`config.mk`:
```
export PLATFORM = sky130hd
export DESIGN_NAME = irq_enable_priority
export DESIGN_NICKNAME = d
export VERILOG_FILES = /design/src/rtl/irq_ctrl_pkg.sv /design/src/rtl/irq_enable_priority.sv /design/src/rtl/irq_pick.sv
export SDC_FILE = /design/constraint.sdc
export NUM_CORES = 1
export LEC_CHECK = 0
export ABC_AREA = 1
export BUFFER_PORTS_ARGS = -buffer_cell sky130_fd_sc_hd__buf_2
export CORE_ASPECT_RATIO = 0.6
export CORE_UTILIZATION = 45
export DETAILED_ROUTE_END_ITERATION = 8
export PLACE_DENSITY = 0.78
export SYNTH_ARGS = -nofsm -noshare
export SYNTH_HDL_FRONTEND = slang
export SYNTH_SLANG_ARGS = --single-unit
export TNS_END_PERCENT = 5
```
`constraint.sdc`:
```
create_clock -name i_clk -period 1.5 [get_ports i_clk]
set_clock_uncertainty 0.2 [all_clocks]
set_input_delay 0.3 -clock i_clk [delete_from_list [all_inputs] [get_ports i_clk]]
set_output_delay 0.3 -clock i_clk [all_outputs]
set_load 0.02 [all_outputs]
```
`src/rtl/irq_ctrl_pkg.sv`:
```
// Constants shared by the interrupt enable and priority block
package irq_ctrl_pkg;

  // ==========================================================
  // Register addresses in special-function space
  localparam logic [7:0] ENABLE_MASK_ADDR = 8'ha8;
  localparam logic [7:0] LEVEL_SELECT_ADDR = 8'hb8;
  // Bit addresses: register address plus bit number
  localparam logic [4:0] BIT_ADDR_BASE_MSB = 5'h15;
  localparam logic [4:0] LEVEL_BIT_BASE_MSB = 5'h17;

  // ==========================================================
  // Reset values
  localparam logic [7:0] ENABLE_MASK_RESET = 8'h00;
  localparam logic [7:0] LEVEL_SELECT_RESET = 8'h80;
  localparam logic [7:0] LEVEL_SELECT_FIXED = 8'h80;

  // ==========================================================
  // Field positions
  localparam int GLOBAL_IRQ_ENABLE_BIT = 7;
  localparam int SERIAL_PERIPH_BIT = 6;
  localparam int TIMER2_BIT = 5;
  localparam int UART0_BIT = 4;
  localparam int TIMER1_BIT = 3;
  localparam int EXT1_BIT = 2;
  localparam int TIMER0_BIT = 1;
  localparam int EXT0_BIT = 0;

  // ==========================================================
  // Sources, in fixed service order (index 0 served first)
  localparam int NUM_SOURCES = 7;
  localparam int SRC_IDX_W = 3;

  typedef enum logic [1:0] {
    SVC_IDLE,
    SVC_LOW,
    SVC_HIGH,
    SVC_HIGH_OVER_LOW
  } svc_state_t;

endpackage

```
`src/rtl/irq_enable_priority.sv`:
```
// Interrupt enable and priority registers with request arbitration
//
// Contract
// - Global enable bit 7 gates every source; cleared means no request at all.
// - With global enable set, each source requests only if its own mask is set.
// - Enable bit 6 masks the serial peripheral interrupt.
// - Enable bit 5 masks timer 2, raised by either overflow flag.
// - Enable bit 4 masks the UART0 interrupt.
// - Enable bit 3 masks timer 1, raised by its overflow flag.
// - Enable bit 2 masks external request 1.
// - Enable bit 1 masks timer 0, raised by its overflow flag.
// - Enable bit 0 masks external request 0.
// - Level bit 2 sets the level of external request 1.
// - Level bit 1 sets the level of timer 0.
// - Level bit 0 sets the level of external request 0; 1 is high.
// - A level bit of 0 means low priority.
// - Enable register at 0xA8 on all pages, bit-writable.
// - Level register at 0xB8 on all pages, bit-addressable.
// - High preempts low service; nothing preempts high service.
// - Higher level first; fixed source order among equals.
// - Pending requests sampled and decoded every clock.
`timescale 1ns/1ps
`default_nettype none

module irq_enable_priority
  import irq_ctrl_pkg::*;
(
  input wire logic i_clk,
  input wire logic i_rst_n,
  // Byte access to special-function space
  input wire logic [7:0] i_sfr_addr,
  input wire logic i_sfr_wr,
  input wire logic i_sfr_rd,
  input wire logic [7:0] i_sfr_wdata,
  output logic [7:0] o_sfr_rdata,
  output logic o_sfr_rvalid,
  // Single-bit access
  input wire logic [7:0] i_bit_addr,
  input wire logic i_bit_wr,
  input wire logic i_bit_rd,
  input wire logic i_bit_wdata,
  output logic o_bit_rdata,
  output logic o_bit_rvalid,
  // Interrupt-pending flags from the sources
  input wire logic i_ext_request0_pin,
  input wire logic i_timer0_overflow_flag,
  input wire logic i_ext_request1_pin,
  input wire logic i_timer1_overflow_flag,
  input wire logic i_uart0_req,
  input wire logic i_timer2_low_overflow_flag,
  input wire logic i_timer2_high_overflow_flag,
  input wire logic i_serial_periph_req,
  // Sequencer handshake
  output logic o_irq_req,
  output logic [SRC_IDX_W-1:0] o_irq_index,
  output logic o_irq_high,
  input wire logic i_irq_ack,
  input wire logic i_irq_return,
  output logic [1:0] o_in_service
);

  // ==========================================================
  // Registers
  logic [7:0] enable_mask_r;
  logic [7:0] level_select_r;
  svc_state_t svc_r;
  svc_state_t svc_nxt;

  logic global_irq_enable;
  logic serial_periph_irq_enable;
  logic timer2_irq_enable;
  logic uart0_irq_enable;
  logic timer1_irq_enable;
  logic ext1_irq_enable;
  logic timer0_irq_enable;
  logic ext0_irq_enable;

  logic serial_periph_level;
  logic timer2_level;
  logic uart0_level;
  logic timer1_level;
  logic ext1_level;
  logic timer0_level;
  logic ext0_level;

  assign global_irq_enable = enable_mask_r[GLOBAL_IRQ_ENABLE_BIT];
  assign serial_periph_irq_enable = enable_mask_r[SERIAL_PERIPH_BIT];
  assign timer2_irq_enable = enable_mask_r[TIMER2_BIT];
  assign uart0_irq_enable = enable_mask_r[UART0_BIT];
  assign timer1_irq_enable = enable_mask_r[TIMER1_BIT];
  assign ext1_irq_enable = enable_mask_r[EXT1_BIT];
  assign timer0_irq_enable = enable_mask_r[TIMER0_BIT];
  assign ext0_irq_enable = enable_mask_r[EXT0_BIT];

  assign serial_periph_level = level_select_r[SERIAL_PERIPH_BIT];
  assign timer2_level = level_select_r[TIMER2_BIT];
  assign uart0_level = level_select_r[UART0_BIT];
  assign timer1_level = level_select_r[TIMER1_BIT];
  assign ext1_level = level_select_r[EXT1_BIT];
  assign timer0_level = level_select_r[TIMER0_BIT];
  assign ext0_level = level_select_r[EXT0_BIT];

  // ==========================================================
  // Address decode
  // No page input: both registers answer on every page
  logic enable_byte_hit;
  logic level_byte_hit;
  logic enable_bit_hit;
  logic level_bit_hit;
  logic [2:0] bit_num;

  assign enable_byte_hit = (i_sfr_addr == ENABLE_MASK_ADDR);
  assign level_byte_hit = (i_sfr_addr == LEVEL_SELECT_ADDR);
  assign enable_bit_hit = (i_bit_addr[7:3] == BIT_ADDR_BASE_MSB);
  assign level_bit_hit = (i_bit_addr[7:3] == LEVEL_BIT_BASE_MSB);
  assign bit_num = i_bit_addr[2:0];

  // ==========================================================
  // Enable register writes
  // Bit write after byte write in the same cycle: bit write wins
  always_ff @(posedge i_clk or negedge i_rst_n) begin
    if (!i_rst_n) begin
      enable_mask_r <= ENABLE_MASK_RESET;
    end else begin
      if (i_sfr_wr && enable_byte_hit) begin
        enable_mask_r <= i_sfr_wdata;
      end
      if (i_bit_wr && enable_bit_hit) begin
        enable_mask_r[bit_num] <= i_bit_wdata;
      end
    end
  end

  // ==========================================================
  // Level register writes
  always_ff @(posedge i_clk or negedge i_rst_n) begin
    if (!i_rst_n) begin
      level_select_r <= LEVEL_SELECT_RESET;
    end else begin
      if (i_sfr_wr && level_byte_hit) begin
        level_select_r <= i_sfr_wdata | LEVEL_SELECT_FIXED;
      end
      if (i_bit_wr && level_bit_hit && !LEVEL_SELECT_FIXED[bit_num]) begin
        level_select_r[bit_num] <= i_bit_wdata;
      end
    end
  end

  // ==========================================================
  // Read path, answered one clock after the strobe
  always_ff @(posedge i_clk or negedge i_rst_n) begin
    if (!i_rst_n) begin
      o_sfr_rdata <= 8'h00;
      o_sfr_rvalid <= 1'b0;
    end else begin
      o_sfr_rvalid <= i_sfr_rd && (enable_byte_hit || level_byte_hit);
      if (i_sfr_rd && enable_byte_hit) begin
        o_sfr_rdata <= enable_mask_r;
      end else if (i_sfr_rd && level_byte_hit) begin
        o_sfr_rdata <= level_select_r | LEVEL_SELECT_FIXED;
      end else begin
        o_sfr_rdata <= 8'h00;
      end
    end
  end

  always_ff @(posedge i_clk or negedge i_rst_n) begin
    if (!i_rst_n) begin
      o_bit_rdata <= 1'b0;
      o_bit_rvalid <= 1'b0;
    end else begin
      o_bit_rvalid <= i_bit_rd && (enable_bit_hit || level_bit_hit);
      if (i_bit_rd && enable_bit_hit) begin
        o_bit_rdata <= enable_mask_r[bit_num];
      end else if (i_bit_rd && level_bit_hit) begin
        o_bit_rdata <= level_select_r[bit_num] | LEVEL_SELECT_FIXED[bit_num];
      end else begin
        o_bit_rdata <= 1'b0;
      end
    end
  end

  // ==========================================================
  // Masking
  logic [NUM_SOURCES-1:0] raw_req;
  logic [NUM_SOURCES-1:0] src_enable;
  logic [NUM_SOURCES-1:0] masked_req;
  logic [NUM_SOURCES-1:0] src_level;

  always_comb begin
    raw_req = '0;
    src_enable = '0;
    raw_req[EXT0_BIT] = i_ext_request0_pin;
    src_enable[EXT0_BIT] = ext0_irq_enable;
    raw_req[TIMER0_BIT] = i_timer0_overflow_flag;
    src_enable[TIMER0_BIT] = timer0_irq_enable;
    raw_req[EXT1_BIT] = i_ext_request1_pin;
    src_enable[EXT1_BIT] = ext1_irq_enable;
    raw_req[TIMER1_BIT] = i_timer1_overflow_flag;
    src_enable[TIMER1_BIT] = timer1_irq_enable;
    raw_req[UART0_BIT] = i_uart0_req;
    src_enable[UART0_BIT] = uart0_irq_enable;
    raw_req[TIMER2_BIT] = i_timer2_low_overflow_flag | i_timer2_high_overflow_flag;
    src_enable[TIMER2_BIT] = timer2_irq_enable;
    raw_req[SERIAL_PERIPH_BIT] = i_serial_periph_req;
    src_enable[SERIAL_PERIPH_BIT] = serial_periph_irq_enable;
  end

  assign masked_req = global_irq_enable ? (raw_req & src_enable) : '0;

  assign src_level = {serial_periph_level, timer2_level, uart0_level, timer1_level,
                      ext1_level, timer0_level, ext0_level};

  // ==========================================================
  // Service nesting
  // Return first, then ack, so an ack in the same cycle is kept
  always_comb begin
    svc_nxt = svc_r;
    if (i_irq_return) begin
      case (svc_r)
        SVC_LOW: svc_nxt = SVC_IDLE;
        SVC_HIGH: svc_nxt = SVC_IDLE;
        SVC_HIGH_OVER_LOW: svc_nxt = SVC_LOW;
        default: svc_nxt = SVC_IDLE;
      endcase
    end
    if (i_irq_ack && o_irq_req) begin
      case (svc_nxt)
        SVC_IDLE: svc_nxt = o_irq_high ? SVC_HIGH : SVC_LOW;
        SVC_LOW: svc_nxt = o_irq_high ? SVC_HIGH_OVER_LOW : SVC_LOW;
        default: svc_nxt = svc_nxt;
      endcase
    end
  end

  always_ff @(posedge i_clk or negedge i_rst_n) begin
    if (!i_rst_n) begin
      svc_r <= SVC_IDLE;
    end else begin
      svc_r <= svc_nxt;
    end
  end

  // ==========================================================
  // Arbitration
  logic low_allowed;
  logic high_allowed;
  logic pick_valid;
  logic [SRC_IDX_W-1:0] pick_index;
  logic pick_high;

  // Nothing preempts high; only high preempts low
  assign low_allowed = (svc_nxt == SVC_IDLE);
  assign high_allowed = (svc_nxt == SVC_IDLE) || (svc_nxt == SVC_LOW);

  irq_pick #(
    .N_SRC(NUM_SOURCES)
  ) u_pick (
    .i_pending(masked_req),
    .i_level(src_level),
    .i_low_allowed(low_allowed),
    .i_high_allowed(high_allowed),
    .o_valid(pick_valid),
    .o_index(pick_index),
    .o_high(pick_high)
  );

  always_ff @(posedge i_clk or negedge i_rst_n) begin
    if (!i_rst_n) begin
      o_irq_req <= 1'b0;
      o_irq_index <= '0;
      o_irq_high <= 1'b0;
    end else begin
      o_irq_req <= pick_valid;
      o_irq_index <= pick_index;
      o_irq_high <= pick_high;
    end
  end

  always_comb begin
    case (svc_r)
      SVC_LOW: o_in_service = 2'b01;
      SVC_HIGH: o_in_service = 2'b10;
      SVC_HIGH_OVER_LOW: o_in_service = 2'b11;
      default: o_in_service = 2'b00;
    endcase
  end

endmodule

`default_nettype wire

```
`src/rtl/irq_pick.sv`:
```
// Picks the source to serve from masked pending requests and their levels
`timescale 1ns/1ps
`default_nettype none

module irq_pick
  import irq_ctrl_pkg::*;
#(
  parameter int N_SRC = NUM_SOURCES
) (
  input wire logic [N_SRC-1:0] i_pending,
  input wire logic [N_SRC-1:0] i_level,
  input wire logic i_low_allowed,
  input wire logic i_high_allowed,
  output logic o_valid,
  output logic [SRC_IDX_W-1:0] o_index,
  output logic o_high
);

  // ==========================================================
  // Lowest set bit wins: fixed order among equal levels
  function automatic logic [SRC_IDX_W-1:0] first_set(input logic [N_SRC-1:0] v);
    logic [SRC_IDX_W-1:0] idx;
    idx = '0;
    for (int k = N_SRC - 1; k >= 0; k--) begin
      if (v[k]) begin
        idx = SRC_IDX_W'(k);
      end
    end
    return idx;
  endfunction

  logic [N_SRC-1:0] high_req;
  logic [N_SRC-1:0] low_req;

  assign high_req = i_high_allowed ? (i_pending & i_level) : '0;
  assign low_req = i_low_allowed ? (i_pending & ~i_level) : '0;

  // ==========================================================
  // Higher level first
  always_comb begin
    o_valid = 1'b0;
    o_high = 1'b0;
    o_index = '0;
    if (|high_req) begin
      o_valid = 1'b1;
      o_high = 1'b1;
      o_index = first_set(high_req);
    end else if (|low_req) begin
      o_valid = 1'b1;
      o_index = first_set(low_req);
    end
  end

endmodule

`default_nettype wire

```
==> out/qor.yml, run 1 <==
cts_tree: "done"
finalSetupViolCount: 4
grt_pass1_vias: 2236
rsz0062_at_grt: "yes"
timing.final.crit_share: 1.039
fill_cells: 407
p_leak_nw: 1.665
diodes: 0
wl_per_cell_um: 13.99
grt_antenna_before_repair: 0
grt_max_degree: 19
syn_nets: 366
min_period_ns: 1.558
synth_top_cell_area_share: 0.3793
first_pass_iters: 5
synthTopCellsByArea: "dfrtp_1 38%, nand2_1 17%, nand3_1 12%"
tightest_slew_ns: 0.4406
timing.final.max_slew_violations: 0
end_kind: "flip-flop"
grt_pass1_wl_um: 10480
synth_seq_cells: 33
crit_arrival_ns: 1.57
synth_top_flop_cell: "dfrtp_1"
vias_per_cell: 5.338
io_buffers: 58
hold_viol_final: 0
grt_use_total: 0.2664
async_reset_ff_frac: 1.000
die_y_um: 55.88
synth_edf_count: 0
relSlewSlack: 0.7060
wl_um: 6577
ant_nets: 0
gp_congestion: 0.9392
yosysTopAreaCell: "dfrtp_1"
ios: 59
avgSynthCellArea_um2: 6.699
htreeDepth: 2
worstSetupStartpointType: "flip-flop"
drv_cap: 0
ys_warn_count: 0
clkTransAtPathRegs_ns: 0.07
yosys.cell_types.count: 27
drc: 0
cts_buffers: 5
syn_inst: 325
layout-drive-gt1-share: 0.3342
cts.sinks: 33
power.total_w: 0.002479
rows: 19
areaGrowthSynthToFinish_pct: 35.29
die_x_um: 91.80
hpwlAfterDp_um: 4852
power_density_mw_per_mm2: 841.8
hold_path_class: "primary input to flip-flop"
layout.nets: 447
dieArea_mm2: 0.005129
synth-seq-area-share: 0.3793
crit_required_ns: 1.51
drt_iter0_drc: 220
yosys-top-cells-count: "98 x nand2_1, 64 x inv_1, 51 x nand3_1, 33 x dfrtp_1, 22 x nor2_1"
core_area_mm2: 0.004612
start_util: 0.4721
outcome: "complete, but fails checks"
num_vias: 2509
grt.overflow.total: 0
peakVddDrop_uv: 406.9
hold_depth: 3
tns_ns: -0.1555
yosysMostFrequentCell: "nand2_1"
cp_max_fo: 5
syn_area_mm2: 0.002177
failed_checks: "setup timing"
critPathKind: "flip-flop to flip-flop"
setup_slack_ns: -0.05807
cts_buffer_depth: 2
clk_latency_ns: 0.28
fmax_mhz: 641.8
ff2ff_path_depth: 8
clockRootBuffer: "clkbuf_8"
## per-layer routing
layer	vias up	track usage	wire length, um
met1	1127	0.3935	2900
li1	1187	-	-
met3	23	0.07377	801
met4	0	0.05134	110
met5	-	0	0
met2	172	0.3931	2764
## where the power goes
group          leakage, nW  switching (W)  internal (W)
Clock               0.0585       0.000338      0.000542
Combinational         1.17       0.000341      0.000229
Sequential           0.434      0.0000679      0.000961
## repair_timing
item | in CTS | in global routing
hold buffers | 1 | 0
endpoints found under the hold margin | 15 | 0
buffers inserted | 4 | 1
gates resized for setup | 5 | 37
endpoints found under the setup margin | 6 | 6
pin swaps | 4 | 21
## cells in the final DEF (no fill, tap or decap)
cell type,count
dlygate4sd3_1,1
a21oi_2,2
nand2_1,90
o21ai_2,3
nand2_2,9
nor3_4,1
buf_2,58
nand3_1,44
nand2_4,1
clkinv_2,1
dfrtp_2,4
nor2_2,8
o211ai_1,1
o31ai_1,1
buf_4,17
nor3_2,1
clkbuf_1,1
nor2_1,15
dfrtp_1,29
bufinv_16,1
clkinv_4,1
nand3b_1,1
nand4_1,8
o21ai_0,4
buf_6,4
nand3_2,8
o22ai_1,13
nor2_4,3
nand3_4,3
a21oi_1,1
o21ai_1,1
buf_12,2
inv_1,61
clkbuf_8,6
inv_2,3
## area by class of cell
type / instances / area (um^2) / share of cell area
sequential: 33 / 830.8 / 0.2821
tap: 63 / 78.83 / 0.02676
clock buffer: 7 / 86.33 / 0.02931
clock inverter: 1 / 30.03 / 0.01020
inverter: 66 / 254.0 / 0.08624
multi-input combinational: 218 / 1152 / 0.3913
timing repair buffer: 82 / 513.0 / 0.1742
## sequential cells by signal, indices dropped and copies added (netlist names), 2 cells and up
name / cells
svc_r: 2
o_irq_index: 3
o_sfr_rdata: 8
level_select_r: 7
enable_mask_r: 8
## logic make-up (layout without fill, tap and decap cells)
| group | count (synthesis) | count (layout) | synth area share |
|---|---|---|---|
| and+or+nand+nor | 192 | 192 | 0.4098 |
| buffers and inverters | 74 | 156 | 0.1414 |
| DFF | 33 | 33 | 0.3793 |
| AOI/OAI and AO/OA | 26 | 26 | 0.06954 |
## metrics by stage
step	cell area [um^2]	hold slack (ns)	utilization	cells	setup slack, ns
2_1_floorplan	2180	-0.1956	-	325	0.05936
3_3_place_gp	2655	0.04828	0.5757	456	-0.06915
3_5_place_dp	2655	0.04534	0.5757	456	-0.1103
4_1_cts	2825	0.06643	0.6126	469	-0.04822
5_1_grt	2945	0.08200	0.6386	470	-0.1157
6_report	2945	0.06634	0.6386	470	-0.05807
## critical path: stages, from the launching register on
cell	delay, ns
dfrtp_2	0.42
buf_6	0.13
buf_6	0.09
nand4_1	0.13
nand3_1	0.16
nand2_2	0.08
inv_2	0.06
nand3_2	0.07
a21oi_2	0.16
## path summary, 6_finish.rpt
path | startpoint | to | slack [ns]
max reg2reg | enable_mask_r[7]$_DFF_PN0_ | o_irq_index[2]$_DFF_PN0_ | -0.06
max | enable_mask_r[7]$_DFF_PN0_ | o_irq_index[2]$_DFF_PN0_ | -0.06
max in group asynchronous | i_rst_n | level_select_r[2]$_DFF_PN0_ | 0.38
min | i_bit_rd | o_bit_rvalid$_DFF_PN0_ | 0.07
min in group asynchronous | i_rst_n | svc_r[0]$_DFF_PN0_ | 0.27
min reg2reg | o_irq_high$_DFF_PN0_ | svc_r[0]$_DFF_PN0_ | 0.30
Note: power is estimated with default switching activity, not from simulation.
==> inputs of run 2 (changes only) <==
- HOLD_SLACK_MARGIN: not set -> 0.15
==> run 2 against run 1 <==
The flow still finishes with violations (setup timing). Cell count is 2.1% higher. First-iteration DRC count grew 48%. Combinational power about the same. Design area is 1.1% higher. Largest power group unchanged.
==> out/qor.yml, run 2 (same netlist as run 1, synthesis figures left out) <==
multi_input_area_mm2: 0.001087
timing.final.max_slew_violations: 0
grt_max_degree: 19
power.net_switching_w: 0.0007417
crit_arrival_ns: 1.51
final_common_cell: "nand2_1"
hpwlAfterDp_um: 4852
crit_family: "simple AND/OR/NAND/NOR gates"
dp_cells: 456
htreeDepth: 2
final_cells: 480
finalSetupViolCount: 4
grt_pass1_vias: 2305
setup_slack_ns: -0.05407
peakVddDrop_uv: 425.2
pre_cts_ws_ns: -0.1103
p_leak_nw: 1.707
hold_viol_final: 0
clockRootBuffer: "clkbuf_8"
grt.overflow.total: 0
end_kind: "flip-flop"
areaGrowthSynthToFinish_pct: 36.72
pwr-share-seq: 0.414
clkPwrFrac: 0.356
worstSetupStartpointType: "flip-flop"
cp_max_fo: 5
clkTransAtPathRegs_ns: 0.07
cts_buffer_depth: 2
layout-drive-gt1-share: 0.2758
intPower_w: 0.001741
fmax_mhz: 643.5
holdWs_ns: 0.1498
dieArea_mm2: 0.005129
slowest_delay_ns: 0.44
first_pass_iters: 7
swShare: 0.2988
timing.final.crit_share: 1.036
power_density_mw_per_mm2: 834.0
grt_antenna_before_repair: 0
relSlewSlack: 0.7091
fill_cells: 416
crit_chain: "buf_6 -> nand3_1 -> nor2_2 -> nand2_1 -> nand3_2 -> nor2_4 -> nand4_1"
tightest_slew_ns: 0.4358
drv_cap: 0
rows: 19
grt_use_total: 0.2730
diodes: 0
cts.sinks: 33
cp_slowest_cell: "dfrtp_2"
min_period_ns: 1.554
ant_nets: 0
tns_ns: -0.1430
final_cell_mix: "96 x nand2_1, 63 x inv_1, 58 x buf_2"
num_vias: 2536
seq_area_um2: 829.5
die_x_um: 91.80
drc: 0
worst-path-buf-inv: 1
die_y_um: 55.88
hold_path_class: "primary input to flip-flop"
crit_required_ns: 1.46
layout.nets: 457
ios: 59
clk_latency_ns: 0.28
outcome: "complete, but fails checks"
grt_pass1_wl_um: 10710
rsz0062_at_grt: "yes"
core_area_mm2: 0.004612
wl_um: 6570
pwr-share-comb: 0.231
failed_checks: "setup timing"
cts_tree: "done"
reg_top3: "enable_mask_r: 8 flops, o_sfr_rdata: 8 flops, level_select_r: 7 flops"
wl_per_cell_um: 13.69
drt_iter0_drc: 326
critPathKind: "flip-flop to flip-flop"
io_buffers: 58
start_util: 0.4721
vias_per_cell: 5.283
gp_congestion: 0.9392
cts_buffers: 5
run 2: path summary, 6_finish.rpt:
path / start / to / slack [ns] / cells past startpoint
max in group asynchronous: i_rst_n / enable_mask_r[7]$_DFF_PN0_ / 0.39 / 3
worst max-delay path: enable_mask_r[7]$_DFF_PN0_ / o_irq_req$_DFF_PN0_ / -0.05 / 7
worst min register to register: o_irq_high$_DFF_PN0_ / svc_r[0]$_DFF_PN0_ / 0.32 / 1
worst max register to register: enable_mask_r[7]$_DFF_PN0_ / o_irq_req$_DFF_PN0_ / -0.05 / 7
worst min-delay path: i_irq_return / svc_r[1]$_DFF_PN0_ / 0.15 / 4
min in group asynchronous: i_rst_n / svc_r[0]$_DFF_PN0_ / 0.26 / 2
run 2: routing by layer:
layer,GRT usage,wire length (um)
met3,0.07377,815
met5,0,0
met2,0.4092,2782
met1,0.3953,2848
met4,0.06250,123
run 2: timing repair:
item,CTS,global route
resized for setup,5,14
buffers inserted,4,0
hold buffers,12,0
setup endpoints to repair,6,7
pin swaps,4,9
endpoints found under the hold margin,49,0
run 2: power by group through the flow:
stage	registers (W)	clock network, W	logic, W
floorplan	0.00104	0	0.000259
global placement	0.00104	0	0.000477
detailed placement	0.00104	0	0.000485
CTS	0.00102	0.000887	0.000538
global route	0.00103	0.000941	0.000627
finish	0.00103	0.000883	0.000573
run 2: layout make-up:
class | count | area share
Clock buffer | 7 | 0.02900
Sequential cell | 33 | 0.2787
Inverter | 66 | 0.08533
Multi-Input combinational cell | 218 | 0.3653
Tap cell | 63 | 0.02648
Clock inverter | 1 | 0.01009
Timing Repair Buffer | 92 | 0.2051
run 2: worst min-delay path, delay by kind of cell:
kind                   cells  cell delay [ns]
buffers and inverters      2             0.12
AND/OR/NAND/NOR            2             0.18
run 2: metrics by stage:
stage	utilization	power [W]	instance area (um^2)
floorplan	-	0.001296	2180
global placement	0.5757	0.001516	2655
detailed placement	0.5757	0.001526	2655
CTS	0.6365	0.002444	2935
global route	0.6454	0.002599	2977
finish	0.6454	0.002482	2977
